## src/verilog/dio_status_consts.svh

```systemverilog
`ifndef DIO_STATUS_CONSTS_SVH
`define DIO_STATUS_CONSTS_SVH

// ----------------------------------------------------------------------
// Input function codes
// ----------------------------------------------------------------------
`define IN_FUNC_MONITOR 2'h0
`define IN_FUNC_INTERLOCK 2'h1
`define IN_FUNC_OUTPUT_ON 2'h2

// ----------------------------------------------------------------------
// Output function codes
// ----------------------------------------------------------------------
`define OUT_FUNC_LOW 3'h0
`define OUT_FUNC_HIGH 3'h1
`define OUT_FUNC_OUTPUT_ON 3'h2
`define OUT_FUNC_TEMP_STABLE 3'h3
`define OUT_FUNC_TEMP_LIMIT 3'h4
`define OUT_FUNC_CURR_LIMIT 3'h5
`define OUT_FUNC_REMOTE 3'h6
`define OUT_FUNC_VOLT_LIMIT 3'h7

// ----------------------------------------------------------------------
// Condition bit positions and reset values
// ----------------------------------------------------------------------
`define COND_TEMP_HIGH_BIT 3
`define COND_TEMP_LOW_BIT 4
`define MASK_RESET 16'h0000
`define FRONT_PANEL_RESET 1'b1

`endif

```

## src/verilog/dio_status_pkg.sv

```systemverilog
package dio_status_pkg;

  // Host command selecting which setting is written
  typedef enum logic [2:0] {
    CMD_NONE,
    CMD_IN_MODE,
    CMD_OUT_MODE,
    CMD_PANEL,
    CMD_AUX,
    CMD_COND_MASK,
    CMD_EVENT_MASK,
    CMD_OFF_MASK
  } cmd_type;

endpackage

```

## src/verilog/digital_io_status.sv

```systemverilog
`timescale 1ns/100ps
`include "dio_status_consts.svh"
// Behaviour
// - Input function: monitor, interlock, output control
// - Input polarity 0 high-active, 1 low-active
// - Output state reads actual pin level
// - Output source selected by eight function codes
// - Polarity inverts non-static output functions
// - Static codes ignore polarity setting
// - Cleared panel enable locks out panel
// - Only host write or reset restores panel
// - Aux limits raise temperature conditions when enabled
// - Aux limit turns output off if masked
// - Condition mask gates status summary, resets zero
// - Event mask gates status summary, resets zero
// - Host reads back function and polarity
// - Input state reads synchronised pin level
// - Reading event latch returns then clears
// - Output-off mask selects conditions forcing off
module digital_io_status #(
  parameter int NUM_IN = 4,
  parameter int NUM_OUT = 4,
  parameter int IDX_W = 2
) (
  // Clock and reset
  input wire logic sys_clk,
  input wire logic nrst,
  // Host command port
  input wire dio_status_pkg::cmd_type cmdOp,
  input wire logic [IDX_W-1:0] cmdPort,
  input wire logic [2:0] cmdFunc,
  input wire logic cmdInvert,
  input wire logic [15:0] cmdData,
  input wire logic [IDX_W-1:0] queryPort,
  input wire logic readEventLatch,
  // Query answers
  output logic [1:0] queryInFunc,
  output logic queryInInvert,
  output logic [2:0] queryOutFunc,
  output logic queryOutInvert,
  output logic queryInPinState,
  output logic queryOutPinState,
  output logic [15:0] eventLatch,
  // Configuration readback
  output logic frontPanelEnable,
  output logic auxLimitEnable,
  output logic [15:0] conditionReportMask,
  output logic [15:0] eventReportMask,
  output logic [15:0] outputOffMask,
  // Pins
  input wire logic [NUM_IN-1:0] inPin,
  output logic [NUM_OUT-1:0] outPin,
  // Instrument state
  input wire logic [15:0] conditionIn,
  input wire logic [15:0] eventIn,
  input wire logic outputOnState,
  input wire logic tempStable,
  input wire logic tempLimit,
  input wire logic currentLimit,
  input wire logic remoteMode,
  input wire logic voltageLimit,
  input wire logic auxAboveHigh,
  input wire logic auxBelowLow,
  input wire logic [NUM_IN-1:0] panelKeys,
  // Derived controls
  output logic panelLocked,
  output logic [NUM_IN-1:0] panelKeysGated,
  output logic [15:0] conditions,
  output logic forceOff,
  output logic outputOnRequest,
  output logic outputOnRequestValid,
  output logic statusSummary
);

  // ----------------------------------------------------------------------
  // Configuration state
  // ----------------------------------------------------------------------
  logic [1:0] inFunc [NUM_IN]; // Per-input function
  logic [NUM_IN-1:0] inInvert; // Per-input polarity
  logic [2:0] outFunc [NUM_OUT]; // Per-output function
  logic [NUM_OUT-1:0] outInvert; // Per-output polarity
  logic [1:0] next_inFunc [NUM_IN];
  logic [NUM_IN-1:0] next_inInvert;
  logic [2:0] next_outFunc [NUM_OUT];
  logic [NUM_OUT-1:0] next_outInvert;
  logic next_frontPanelEnable;
  logic next_auxLimitEnable;
  logic [15:0] next_conditionReportMask;
  logic [15:0] next_eventReportMask;
  logic [15:0] next_outputOffMask;
  logic [15:0] next_eventLatch;
  logic [NUM_OUT-1:0] next_outPin;
  logic [NUM_IN-1:0] inSync; // Synchronised input pins
  logic [NUM_IN-1:0] inActive; // Function asserted per input
  logic [NUM_OUT-1:0] srcActive; // Source state per output
  logic [NUM_IN-1:0] interlockHit;
  logic [NUM_IN-1:0] onCtlHit;
  logic [NUM_IN-1:0] onCtlSel;

  // Pins come from outside, so two flops before use
  port_sync #(.WIDTH(NUM_IN)) port_sync_i (
    .sys_clk(sys_clk),
    .nrst(nrst),
    .async(inPin),
    .synced(inSync)
  );

  // ----------------------------------------------------------------------
  // Per-input decode and per-output source select
  // ----------------------------------------------------------------------
  genvar gi;
  generate
    for (gi = 0; gi < NUM_IN; gi++) begin : g_in
      assign inActive[gi] = inSync[gi] ^ inInvert[gi];
      assign interlockHit[gi] = inActive[gi] &&
        (inFunc[gi] == `IN_FUNC_INTERLOCK);
      assign onCtlSel[gi] = (inFunc[gi] == `IN_FUNC_OUTPUT_ON);
      assign onCtlHit[gi] = onCtlSel[gi] && inActive[gi];
    end
    for (gi = 0; gi < NUM_OUT; gi++) begin : g_out
      always_comb begin
        unique case (outFunc[gi])
          `OUT_FUNC_LOW: srcActive[gi] = 1'b0;
          `OUT_FUNC_HIGH: srcActive[gi] = 1'b1;
          `OUT_FUNC_OUTPUT_ON: srcActive[gi] = outputOnState;
          `OUT_FUNC_TEMP_STABLE: srcActive[gi] = tempStable;
          `OUT_FUNC_TEMP_LIMIT: srcActive[gi] = tempLimit;
          `OUT_FUNC_CURR_LIMIT: srcActive[gi] = currentLimit;
          `OUT_FUNC_REMOTE: srcActive[gi] = remoteMode;
          `OUT_FUNC_VOLT_LIMIT: srcActive[gi] = voltageLimit;
        endcase
      end
      always_comb begin
        // Static levels bypass polarity; others may invert
        if (outFunc[gi] == `OUT_FUNC_LOW ||
            outFunc[gi] == `OUT_FUNC_HIGH) begin
          next_outPin[gi] = srcActive[gi];
        end else begin
          next_outPin[gi] = srcActive[gi] ^ outInvert[gi];
        end
      end
    end
  endgenerate

  // ----------------------------------------------------------------------
  // Conditions, shutdown and summary
  // ----------------------------------------------------------------------
  always_comb begin
    conditions = conditionIn;
    if (auxLimitEnable) begin
      // Aux sensor adds to the limit bits only while enabled
      conditions[`COND_TEMP_HIGH_BIT] =
        conditionIn[`COND_TEMP_HIGH_BIT] | auxAboveHigh;
      conditions[`COND_TEMP_LOW_BIT] =
        conditionIn[`COND_TEMP_LOW_BIT] | auxBelowLow;
    end
  end

  // Interlock or masked condition stops the output stage
  assign forceOff = (|interlockHit) ||
    (|(conditions & outputOffMask));
  assign outputOnRequestValid = |onCtlSel;
  assign outputOnRequest = |onCtlHit;
  assign statusSummary = (|(conditions & conditionReportMask)) ||
    (|(eventLatch & eventReportMask));

  // Panel lockout; panel keys cannot touch the enable
  assign panelLocked = !frontPanelEnable;
  assign panelKeysGated = frontPanelEnable ? panelKeys : '0;

  // ----------------------------------------------------------------------
  // Readback
  // ----------------------------------------------------------------------
  assign queryInFunc = inFunc[queryPort];
  assign queryInInvert = inInvert[queryPort];
  assign queryOutFunc = outFunc[queryPort];
  assign queryOutInvert = outInvert[queryPort];
  assign queryInPinState = inSync[queryPort];
  assign queryOutPinState = outPin[queryPort];

  // ----------------------------------------------------------------------
  // Configuration next values
  // ----------------------------------------------------------------------
  always_comb begin
    next_inFunc = inFunc;
    next_inInvert = inInvert;
    next_outFunc = outFunc;
    next_outInvert = outInvert;
    next_frontPanelEnable = frontPanelEnable;
    next_auxLimitEnable = auxLimitEnable;
    next_conditionReportMask = conditionReportMask;
    next_eventReportMask = eventReportMask;
    next_outputOffMask = outputOffMask;
    unique case (cmdOp)
      dio_status_pkg::CMD_NONE: begin
      end
      dio_status_pkg::CMD_IN_MODE: begin
        next_inFunc[cmdPort] = cmdFunc[1:0];
        next_inInvert[cmdPort] = cmdInvert;
      end
      dio_status_pkg::CMD_OUT_MODE: begin
        // Relay invert is the host's duty to keep zero
        next_outFunc[cmdPort] = cmdFunc;
        next_outInvert[cmdPort] = cmdInvert;
      end
      dio_status_pkg::CMD_PANEL: begin
        next_frontPanelEnable = cmdData[0];
      end
      dio_status_pkg::CMD_AUX: begin
        next_auxLimitEnable = cmdData[0];
      end
      dio_status_pkg::CMD_COND_MASK: begin
        next_conditionReportMask = cmdData;
      end
      dio_status_pkg::CMD_EVENT_MASK: begin
        next_eventReportMask = cmdData;
      end
      dio_status_pkg::CMD_OFF_MASK: begin
        next_outputOffMask = cmdData;
      end
    endcase
    // New events win over the clear of a read in the same cycle
    next_eventLatch = (readEventLatch ? 16'h0000 : eventLatch) |
      eventIn;
  end

  // Registers
  always_ff @(posedge sys_clk) begin
    if (!nrst) begin
      for (int i = 0; i < NUM_IN; i++) begin
        inFunc[i] <= `IN_FUNC_MONITOR;
      end
      for (int i = 0; i < NUM_OUT; i++) begin
        outFunc[i] <= `OUT_FUNC_LOW;
      end
      inInvert <= '0;
      outInvert <= '0;
      frontPanelEnable <= `FRONT_PANEL_RESET;
      auxLimitEnable <= 1'b0;
      conditionReportMask <= `MASK_RESET;
      eventReportMask <= `MASK_RESET;
      outputOffMask <= `MASK_RESET;
      eventLatch <= 16'h0000;
      outPin <= '0;
    end else begin
      inFunc <= next_inFunc;
      inInvert <= next_inInvert;
      outFunc <= next_outFunc;
      outInvert <= next_outInvert;
      frontPanelEnable <= next_frontPanelEnable;
      auxLimitEnable <= next_auxLimitEnable;
      conditionReportMask <= next_conditionReportMask;
      eventReportMask <= next_eventReportMask;
      outputOffMask <= next_outputOffMask;
      eventLatch <= next_eventLatch;
      outPin <= next_outPin;
    end
  end
endmodule

```

## src/verilog/port_sync.sv

```systemverilog
`timescale 1ns/100ps
// Two-stage synchroniser for a bus of asynchronous pins
module port_sync #(
  parameter int WIDTH = 4
) (
  // Clock and reset
  input wire logic sys_clk,
  input wire logic nrst,
  // Data
  input wire logic [WIDTH-1:0] async,
  output logic [WIDTH-1:0] synced
);

  logic [WIDTH-1:0] meta; // First stage, read only by the second
  logic [WIDTH-1:0] next_meta;
  logic [WIDTH-1:0] next_synced;

  // ----------------------------------------------------------------------
  // Next values
  // ----------------------------------------------------------------------
  always_comb begin
    next_meta = async;
    next_synced = meta;
  end

  // Registers, cleared on reset
  always_ff @(posedge sys_clk) begin
    if (!nrst) begin
      meta <= '0;
      synced <= '0;
    end else begin
      meta <= next_meta;
      synced <= next_synced;
    end
  end

endmodule

```

## config.mk

```make
export PLATFORM = sky130hd
export DESIGN_NAME = digital_io_status
export DESIGN_NICKNAME = d
export VERILOG_FILES = /design/src/verilog/dio_status_pkg.sv /design/src/verilog/digital_io_status.sv /design/src/verilog/port_sync.sv
export VERILOG_INCLUDE_DIRS = /design/src /design/src/verilog
export SDC_FILE = /design/constraint.sdc
export NUM_CORES = 1
export LEC_CHECK = 0
export CORE_MARGIN = 2
export CORE_UTILIZATION = 32
export CTS_CLUSTER_SIZE = 30
export DETAILED_ROUTE_END_ITERATION = 8
export DONT_BUFFER_PORTS = 1
export GPL_TIMING_DRIVEN = 1
export PLACE_DENSITY = 0.5
export SLEW_MARGIN = 20
export SYNTH_ARGS = -nofsm -noshare
export SYNTH_HDL_FRONTEND = slang
export SYNTH_SLANG_ARGS = --single-unit
```

## constraint.sdc

```tcl
create_clock -name sys_clk -period 1.7 [get_ports sys_clk]
set_input_delay 0.17 -clock sys_clk [delete_from_list [all_inputs] [get_ports sys_clk]]
set_output_delay 0.17 -clock sys_clk [all_outputs]
set_load 0.02 [all_outputs]
```

# Word level (Yosys, flattened, before mapping)
# Cells that the tools add are included.
classes:
  div: 0
  mux: 35
  n_mul: 0
  reduce_logical: 27
  bitwise: 16
  order_cmp: 6
  add_sub_neg: 0
  n_eq_ne: 43
  shifts: 0
op_table:
  columns: ["op", "count"]
  rows:
  - ["3-bit == test, second input constant", 20]
  - ["16-bit bitwise AND", 3]
  - ["16-bit OR reduction", 3]
  - ["1-bit case mux with 8 select lines", 4]
  - ["3-bit by 2-bit == test with 1-bit output, second input constant", 10]
  - ["16-bit 2-to-1 mux", 1]
  - ["16-bit bitwise OR", 1]
  - ["3-bit by 1-bit == test with 1-bit output, second input constant", 5]
  - ["12-bit bitwise mux", 1]
  - ["3-bit logical NOT", 4]
  - ["4-bit OR reduction", 3]
  - ["1-bit logical AND", 10]
  - ["1-bit 2-to-1 mux", 9]
  - ["3-bit 2-to-1 mux", 3]
  - ["1-bit binary-select mux with 2-bit select", 4]
  - ["4-bit bitwise mux", 2]
  - ["8-bit bitwise mux", 1]
  - ["2-bit by 1-bit == test with 1-bit output, second input constant", 4]
  - ["2-bit == test, second input constant", 4]
  - ["2-bit 2-to-1 mux", 4]
  - ["1-bit bitwise XOR", 8]
  - ["3-bit binary-select mux with 2-bit select", 1]
  - ["3-bit demux with 2-bit select", 1]
  - ["3-bit >= comparator, second input constant", 2]
  - ["other kinds (11)", 19]
word_totals:
  register_bits: 106
  mem_bits_rw: 0
  latchBits: 0
  mem_bits_ro: 0
  n_memories: 0
  in_bits: 78

# Logic depth before layout (Yosys ltp)
# Gate-level depths: netlist (run 1).
logic_depth:
  depth_word: 6
  ltp_mapped: 7
  depth_no_buf: 4

# Modules after synthesis
# Synthesis (run 1) repeated with hierarchy kept, for this count alone.
unflattened:
  cells_unflattened: 541
  hier_area_um2: 4946.0
modules_own_cells:
  columns: ["module", "seq_area_each_um2", "cells_per_inst", "area_per_inst_um2", "instances"]
  rows:
  - ["digital_io_status", 1961.9, 525, 4735.8, 1]
  - ["port_sync", 160.2, 16, 210.2, 1]

# Worst setup path after synthesis (run 1)
# No wires, ideal clock.
synth_timing:
  kind: "register -> register"
  startpoint: "register outFunc[9] (netlist name)"
  endpoint: "register outPin[0]"
  n_path_buf: 0
  path_stages_with_launch: 5
  arrival_ns: 1.400
  setup_slack_ns: 0.181
  setup_ns: 0.119
  period_less_slack_ns: 1.519
  cell_sequence: "dfxtp_1 > mux4_2 > nor2b_2 > o21ba_1 > o221a_1"
synth_between:
  elab_chain_cells: 4
  word_cells_on_any_way: 12
synth_rtl:
  columns: ["element", "line_no", "source"]
  rows:
  - ["start, declared", "digital_io_status.sv:80", "logic [2:0] outFunc [NUM_OUT];"]
  - ["start signal, assigned by index", "digital_io_status.sv:234", "outFunc[i] <= `OUT_FUNC_LOW;"]
  - ["start signal, assigned", "digital_io_status.sv:248", "outFunc <= next_outFunc;"]
  - ["3-bit == test (tied with other cells)", "digital_io_status.sv:122", "unique case (outFunc[gi])"]
  - ["1-bit case mux with 8 select lines", "digital_io_status.sv:122", null]
  - ["1-bit bitwise XOR", "digital_io_status.sv:139", "next_outPin[gi] = srcActive[gi] ^ outInvert[gi];"]
  - ["1-bit 2-to-1 mux *", "digital_io_status.sv:135", "if (outFunc[gi] == `OUT_FUNC_LOW ||"]
  - ["end signal, assigned", "digital_io_status.sv:256", "outPin <= next_outPin;"]
  - ["end, declared", "digital_io_status.sv:52", "output logic [NUM_OUT-1:0] outPin,"]
# Every way passes the cells marked *; elsewhere a longest branch is shown, timed or not.
# A chain may end at the register's enable or synchronous reset.

# Final worst setup path (run 1)
layout_timing:
  startpoint: "register outputOffMask[8]"
  endpoint: "output port forceOff"
layout_between:
  elab_chain_cells: 3
layout_rtl:
  columns: ["element", "line_no", "source"]
  rows:
  - ["start, declared", "digital_io_status.sv:49", "output logic [15:0] outputOffMask,"]
  - ["start signal, assigned", "digital_io_status.sv:242", "outputOffMask <= `MASK_RESET;"]
  - ["start signal, assigned", "digital_io_status.sv:254", "outputOffMask <= next_outputOffMask;"]
  - ["16-bit bitwise AND", "digital_io_status.sv:161", "(|(conditions & outputOffMask));"]
  - ["16-bit OR reduction", "digital_io_status.sv:161", null]
  - ["1-bit logical OR", "digital_io_status.sv:160", "assign forceOff = (|interlockHit) ||"]
  - ["end, declared", "digital_io_status.sv:69", "output logic forceOff,"]
# Every way passes these cells.

==> impl_metrics.ini, run 1 <==
[status]
status = finished with violations
violations = negative setup slack

[power]
p_clk_share_pct = 39.4
p_comb_share_pct = 11.9
p_int_mw = 4.04
total_power_mw = 5.50
p_sw_share_pct = 26.4
max-vdd-ir-drop_uv = 458
p_seq_share_pct = 48.8
power.switching_mw = 1.45
p_leak_nw = 2.36
p_per_area_mw_per_mm2 = 866

[critical_path]
reg2reg_depth = 4
path_max_fanout = 2
cp-end-kind = primary output
r2r-start = outFunc[9]
worstSetupPathType = flip-flop to primary output
crit_arrival_ps = 1650
cp.required_ps = 1530
reg2reg_slack_ps = 100
r2r_end = outPin[0]
cp-start-kind = flip-flop

[synthesis]
syn-num-nets = 619
ys.warnings.count = 0
synth_cell_type_count = 40
ys_ff_latch = 106
synthFlopType = dfxtp_1
synth_area_mm2 = 0.00495
synth_edf_count = 0
avgSynthCellArea_um2 = 9.14
synthCells = 541
synthArstFlopShare_pct = 0
seq_area_frac_synth_pct = 42.9

[sta]
fin_crit_ps = 1820
rsz0062_at_grt = true
drv_slew = 0
relSlewSlack_pct = 56.6
finalSetupViolCount = 2
setup_slack_ps = -122
tightestPinTransition_ps = 649
fin_tns_setup_ps = -141
skew_ps = 4.57
fmax_mhz = 549
period_share_pct = 107
whs_ps = 46.1
hold_viol = 0

[placed_design]
io_buffers = 0
gp_congestion = 0.861
dp_cells = 736
placed_area_mm2 = 0.00532
dp_hpwl_um = 12000
dp_slack_ps = 119

[cells_and_area]
fillers = 1446
layout.nets = 697
drive_gt1_share_pct = 18.3
antenna_cells = 0
final_util_pct = 41.9
design_area_mm2 = 0.00634
syn_to_final_growth_pct = 28.3
final_common_cell = nand2_1
layout_common_cells = 124 x nand2_1, 95 x dfxtp_1, 60 x a21boi_0
stdcell_count = 812

[job]
maxCapViolations = 0

[global_route]
antenna_found_initial = 0
grt_pass1_vias = 4051
grt_usage_pct = 20.2
grt_pass1_wl_um = 24800
overflow = 0
grt_max_degree = 88

[worst_hold_path]
min_path_cells = 2
hold_class = primary input to flip-flop
hold_start = readEventLatch
holdPathEnd = eventLatch[13]

[clock_network]
cts_made_buffers = 9
clock_latency_ps = 350
ctsLongestPathBuffers = 2
cts_num_sinks = 106
postCtsSetupBuffers = 0
clk_pin_slew_ps = 70
cts_root_buf = clkbuf_16
h-tree-depth = 3
tritoncts = built

[drt]
drc = 0
route.antenna.remaining_nets = 0
drtPass1Iterations = 5
detail_route.vias_per_cell = 5.26
wire_per_inst_um = 20.7
drt_iter0_drc = 327
totalWireLength_um = 16800
num_vias = 4275

[die]
row_count = 45
ios = 182
dieArea_mm2 = 0.0165
die_y_um = 128
core_mm2 = 0.0151
die_width_um = 128
start_util_pct = 32.7
worst max path at each step:
| stage | startpoint | end | slack, ps | cells past startpoint |
|---|---|---|---|---|
| floorplan | outFunc[9] | outPin[0] | 180 | 4 |
| global placement | outFunc[9] | outPin[0] | 150 | 4 |
| detailed placement | outFunc[9] | outPin[0] | 120 | 4 |
| CTS | outputOffMask[8] | forceOff | -150 | 4 |
| global route | outputOffMask[6] | forceOff | -180 | 4 |
| finish | outputOffMask[8] | forceOff | -120 | 4 |
worst max-delay path, cell delays in order, from the launching register on:
cell and delay [ps]:
dfxtp_1 320, a22o_1 220, a221oi_2 190, nand4_1 160, or3_4 410
synthesized netlist by cell type (all sizes together) (7+ instances only):
master,instances,area (µm²)
a21boi,63,473
dfxtp,106,2120
o21a,16,120
mux4,13,297
a22oi,16,120
nand2,124,465
buf,25,175
nand3,18,90.1
and2,14,87.6
mux2i,15,150
clkbuf,21,81.3
nand4,7,43.8
nor2b,37,244
nand2b,8,50.1
kinds of logic after synthesis:
kind of cell | after synthesis | share of synthesized area [%]
XOR/XNOR | 7 | 1.24
AO/OA/AOI/OAI | 126 | 19.2
buffers and inverters | 50 | 5.49
flip-flops | 106 | 42.9
multiplexers | 28 | 9.03
AND/OR/NAND/NOR | 224 | 22.1
final cells by class:
cell class,instances,area [µm²],share of cell area [%]
multi-input cells,385,2640,41.5
flip-flops and latches,106,2140,33.7
repair buffers,113,1020,16.0
well taps,188,235,3.71
clock buffers,9,225,3.55
clock inverters,7,77.6,1.22
inverters,4,15.0,0.237
repair_timing:
action	4_1_cts	5_1_grt
setup endpoints to repair	2	2
pin swaps	8	4
hold buffers	60	0
hold endpoints to repair	106	0
resized for setup	20	7
power groups by stage:
stage          logic, mW  registers, mW  clock network, mW
2_1_floorplan      0.373           2.75                  0
3_3_place_gp       0.454           2.73                  0
5_1_grt            0.702           2.69               2.33
6_report           0.653           2.68               2.16
4_1_cts            0.653           2.68               2.26
3_5_place_dp       0.459           2.73                  0
registers in the layout, indices dropped and copies added, names as in the netlist:
name	cells
outFunc	12
inInvert	4
frontPanelEnable	1
outPin	4
auxLimitEnable	1
eventReportMask	16
outputOffMask	16
inFunc	8
eventLatch	16
port_sync_i.synced	4
conditionReportMask	16
port_sync_i.meta	4
outInvert	4
metal layers:
layer | vias up | routed length (µm) | global-route usage, %
li1 | 2027 | - | -
met1 | 2045 | 7310 | 26.2
met2 | 169 | 7730 | 31.8
met3 | 34 | 1360 | 6.47
met4 | 0 | 418 | 6.98
met5 | - | 0 | 0
Power figures use the tool's default switching activity.
==> run 2: changes to the inputs <==
- RECOVER_POWER: unset -> 100
==> impl_metrics.ini, run 2 (synthesis gave the netlist of run 1 again) <==
[critical_path]
crit_arrival_ps = 1650
cp.required_ps = 1530
cp-end-kind = primary output
cp-start-kind = flip-flop
worstSetupPathType = flip-flop to primary output
reg2reg_depth = 4
path_max_fanout = 2

[cells_and_area]
antenna_cells = 0
layout_common_cells = 124 x nand2_1, 104 x dfxtp_1, 63 x a21boi_0
syn_to_final_growth_pct = 24.9
final_util_pct = 40.8
stdcell_count = 812
final_common_cell = nand2_1
drive_gt1_share_pct = 10.1
layout.nets = 697

[clock_network]
clock_latency_ps = 350
clk_pin_slew_ps = 70
cts_root_buf = clkbuf_16
cts_num_sinks = 106
ctsLongestPathBuffers = 2
postCtsSetupBuffers = 0
h-tree-depth = 3
tritoncts = built
cts_made_buffers = 9

[drt]
totalWireLength_um = 16900
drtPass1Iterations = 5
detail_route.vias_per_cell = 5.30
num_vias = 4302
drc = 0
wire_per_inst_um = 20.8
drt_iter0_drc = 288
route.antenna.remaining_nets = 0

[worst_hold_path]
hold_class = primary input to flip-flop
min_path_cells = 2

[die]
die_width_um = 128
dieArea_mm2 = 0.0165
ios = 182
start_util_pct = 32.7
row_count = 45
die_y_um = 128
core_mm2 = 0.0151

[power]
p_leak_nw = 2.20
p_per_area_mw_per_mm2 = 885
max-vdd-ir-drop_uv = 470

[global_route]
grt_usage_pct = 20.2
overflow = 0
antenna_found_initial = 0
grt_max_degree = 88
grt_pass1_vias = 4051
grt_pass1_wl_um = 24800

[sta]
period_share_pct = 107
skew_ps = 4.71
tightestPinTransition_ps = 1010
fmax_mhz = 550
fin_crit_ps = 1820
whs_ps = 46.8
setup_slack_ps = -118
rsz0062_at_grt = true
relSlewSlack_pct = 32.3
hold_viol = 0
finalSetupViolCount = 2
drv_slew = 0

[placed_design]
dp_cells = 736
gp_congestion = 0.861
io_buffers = 0
dp_slack_ps = 119
dp_hpwl_um = 12000

[status]
violations = negative setup slack
status = finished with violations

[job]
maxCapViolations = 0
==> run 2: worst max-delay path, cell delays in order (launching register included) <==
cell      delay, ps
dfxtp_1         310
a22o_1          220
a221oi_2        190
nand4_1         160
or3_4           400
==> run 2: area by class of cell <==
type / instances / area [µm²]
fillers: 1477 / 8970
multi-input cells: 385 / 2620
flip-flops and latches: 106 / 2130
repair buffers: 113 / 877
well taps: 188 / 235
clock buffers: 9 / 225
clock inverters: 7 / 77.6
inverters: 4 / 15.0
==> run 2: stage by stage <==
step / TNS (ps) / cell area [µm²] / total power [mW]
after floorplan: 0 / 4950 / 3.13
after global placement: 0 / 5320 / 3.18
after detailed placement: 0 / 5320 / 3.19
after CTS: -195 / 6330 / 5.59
after global routing: -320 / 6180 / 5.69
final: -179 / 6180 / 5.47
==> run 2: final timing paths <==
kind         slack [ps]                    end                start
max                -120               forceOff     outputOffMask[8]
min                  50         eventLatch[13]       readEventLatch
max reg2reg          80              outPin[0]           outFunc[9]
min reg2reg         440  port_sync_i.synced[2]  port_sync_i.meta[2]
==> run 2: report_power, final <==
| part | internal (mW) | switching [mW] |
|---|---|---|
| registers | 2.56 | 0.114 |
| logic | 0.297 | 0.329 |
| clock network | 1.15 | 1.01 |
| total | 4.01 | 1.45 |
==> run 2: timing repair <==
action                                 in CTS  in global routing
pin swaps                                   8                  4
hold buffers                               60                  0
resized for setup                          20                  7
endpoints found under the hold margin     106                  0
setup endpoints to repair                   2                  2
==> run 2: metal layers <==
metal,up-vias,GRT usage (%),wire [µm]
li1,2028,-,-
met1,2082,26.2,7450
met2,164,31.8,7750
met3,28,6.47,1270
met4,0,6.98,402
met5,-,0,0
==> run 3: changes to the inputs <==
- ABC_AREA: unset -> 1
- PLACE_DENSITY: 0.5 -> unset
- clock period: 1.7 -> 1.6 ns (I/O delays scaled with it)
==> impl_metrics.ini, run 3 <==
[worst_hold_path]
hold_class = primary input to flip-flop
hold_start = cmdFunc[1]

[sta]
setup_slack_ps = 78.2
drv_slew = 0
finalSetupViolCount = 0
tightestPinTransition_ps = 682
fmax_mhz = 657
period_share_pct = 95.1
relSlewSlack_pct = 54.2
hold_viol = 0
skew_ps = 8.82
fin_crit_ps = 1520
whs_ps = 13.9

[clock_network]
tritoncts = built
ctsLongestPathBuffers = 2
cts_root_buf = clkbuf_16
cts_made_buffers = 9
h-tree-depth = 3
cts_num_sinks = 106
postCtsSetupBuffers = 0
clk_pin_slew_ps = 70
clock_latency_ps = 360

[cells_and_area]
final_common_cell = nand2_1
drive_gt1_share_pct = 8.90
layout.nets = 837
layout_common_cells = 123 x nand2_1, 100 x inv_1, 96 x a21oi_1
syn_to_final_growth_pct = 22.7
antenna_cells = 0
design_area_mm2 = 0.00589
final_util_pct = 40.4

[global_route]
grt_max_degree = 85
antenna_found_initial = 0
overflow = 0
grt_pass1_vias = 4517
grt_pass1_wl_um = 24300
grt_usage_pct = 19.4

[drt]
drt_iter0_drc = 264
drc = 0
top_layer_used = met4
num_vias = 4640
wire_per_inst_um = 16.5
drtPass1Iterations = 4
met3_length_um = 1330
totalWireLength_um = 15600
wl_met2_um = 7320
route.antenna.remaining_nets = 0
met1_length_um = 6630
detail_route.vias_per_cell = 4.89

[power]
p_int_mw = 4.32
p_sw_share_pct = 28.7
p_clk_share_pct = 39.1
p_seq_share_pct = 48.5
max-vdd-ir-drop_uv = 812
power.switching_mw = 1.74
p_leak_nw = 2.46
p_comb_share_pct = 12.4
p_per_area_mw_per_mm2 = 1030
total_power_mw = 6.06

[synthesis]
synthCells = 705
synth_area_leaders = dfxtp_1 44%, a21oi_1 10%, nand2_1 10%
synthFlopType = dfxtp_1
avgSynthCellArea_um2 = 6.81
synth.most_common_cell = nand2_1
synth_top_area_share_pct = 44.2
synth_area_mm2 = 0.00480
synth_cell_type_count = 21
ys_ff_latch = 106
ys_top_cells_by_count = 128 x nand2_1, 106 x dfxtp_1, 101 x inv_1
syn-num-nets = 783
ys.warnings.count = 0
synth_edf_count = 0
yosysTopAreaCell = dfxtp_1
seq_area_frac_synth_pct = 44.2
synthArstFlopShare_pct = 0

[placed_design]
dp_slack_ps = 265
dp_hpwl_um = 10800
gp_congestion = 0.834
placed_area_mm2 = 0.00510
io_buffers = 0

[die]
die_width_um = 126
die_y_um = 126
ios = 182
core_mm2 = 0.0146
dieArea_mm2 = 0.0160
row_count = 44
start_util_pct = 32.9

[job]
maxCapViolations = 0

[critical_path]
cp.required_ps = 1440
worstSetupPathType = flip-flop to primary output
crit_start = auxLimitEnable
crit_arrival_ps = 1360
cp-end-kind = primary output
r2r-start = frontPanelEnable
cp-start-kind = flip-flop
path_max_fanout = 4

[status]
status = finished, final reports clean
[run 3: changes by cell type in the layout (fill, tap and decap cells not counted), moves of 13 or more]
cell / previous run / this run
inv_1: 4 / 100
a21oi_1: 6 / 96
a21boi_0: 63 / 0
mux2i_1: 15 / 0
o21a_1: 16 / 2
o21ai_0: 4 / 89
dfxtp_1: 104 / 82
dfxtp_2: 1 / 19
dlygate4sd3_1: 59 / 46
nor2_1: 3 / 76
nor2b_1: 36 / 0
[run 3: layer usage]
layer,track usage (%),vias to the layer above
li1,-,2362
met1,23.6,2078
met2,31.7,178
met3,7.55,22
met4,6.33,0
met5,0,-
[run 3: timing repair]
action | in CTS | in global routing
hold buffers | 47 | 0
setup endpoints to repair | 2 | 5
endpoints found under the hold margin | 104 | 0
pin swaps | 2 | 12
resized for setup | 17 | 45
[run 3: path summary, 6_finish.rpt]
| kind | endpoint | slack [ps] | cells after the start |
|---|---|---|---|
| setup / recovery | forceOff | 80 | 5 |
| hold / removal | inFunc[5] | 10 | 2 |
| setup reg to reg | frontPanelEnable | 250 | 3 |
| hold reg to reg | port_sync_i.synced[0] | 400 | 2 |
[run 3: worst max-delay path: stages, from the launching register on]
cell     delay [ps]
dfxtp_2         370
a21o_1          190
nand2_1          80
nand2_1          60
nor2_1          170
nand3_4         130
[run 3: cell families after synthesis]
logic type | Yosys count | share of synthesized area (%)
AND/OR/NAND/NOR | 250 | 21.1
buffers and inverters | 143 | 12.5
flip-flops | 106 | 44.2
AO/OA/AOI/OAI | 202 | 21.5
XOR/XNOR | 4 | 0.730
[run 3: final cells by class]
| cell class | count | area, µm² |
|---|---|---|
| tap | 184 | 230 |
| fill | 1522 | 8700 |
| sequential | 106 | 2160 |
| timing repair buffer | 83 | 646 |
| multi-input combinational | 456 | 2150 |
| clock inverter | 5 | 67.6 |
| inverter | 103 | 387 |
| clock buffer | 11 | 243 |
[run 3: power groups by stage]
stage,sequential (mW),clock (mW),combinational [mW]
after detailed placement,3.00,0,0.598
final,2.94,2.37,0.750
after global routing,2.96,2.53,0.841
after floorplan,3.01,0,0.464
after global placement,3.00,0,0.593
after CTS,2.94,2.44,0.760
[run 3: per-stage QoR]
stage / instances / setup TNS (ps)
global route: 948 / -4.00
global placement: 885 / 0
CTS: 948 / 0
detailed placement: 885 / 0
floorplan: 705 / 0
finish: 948 / 0
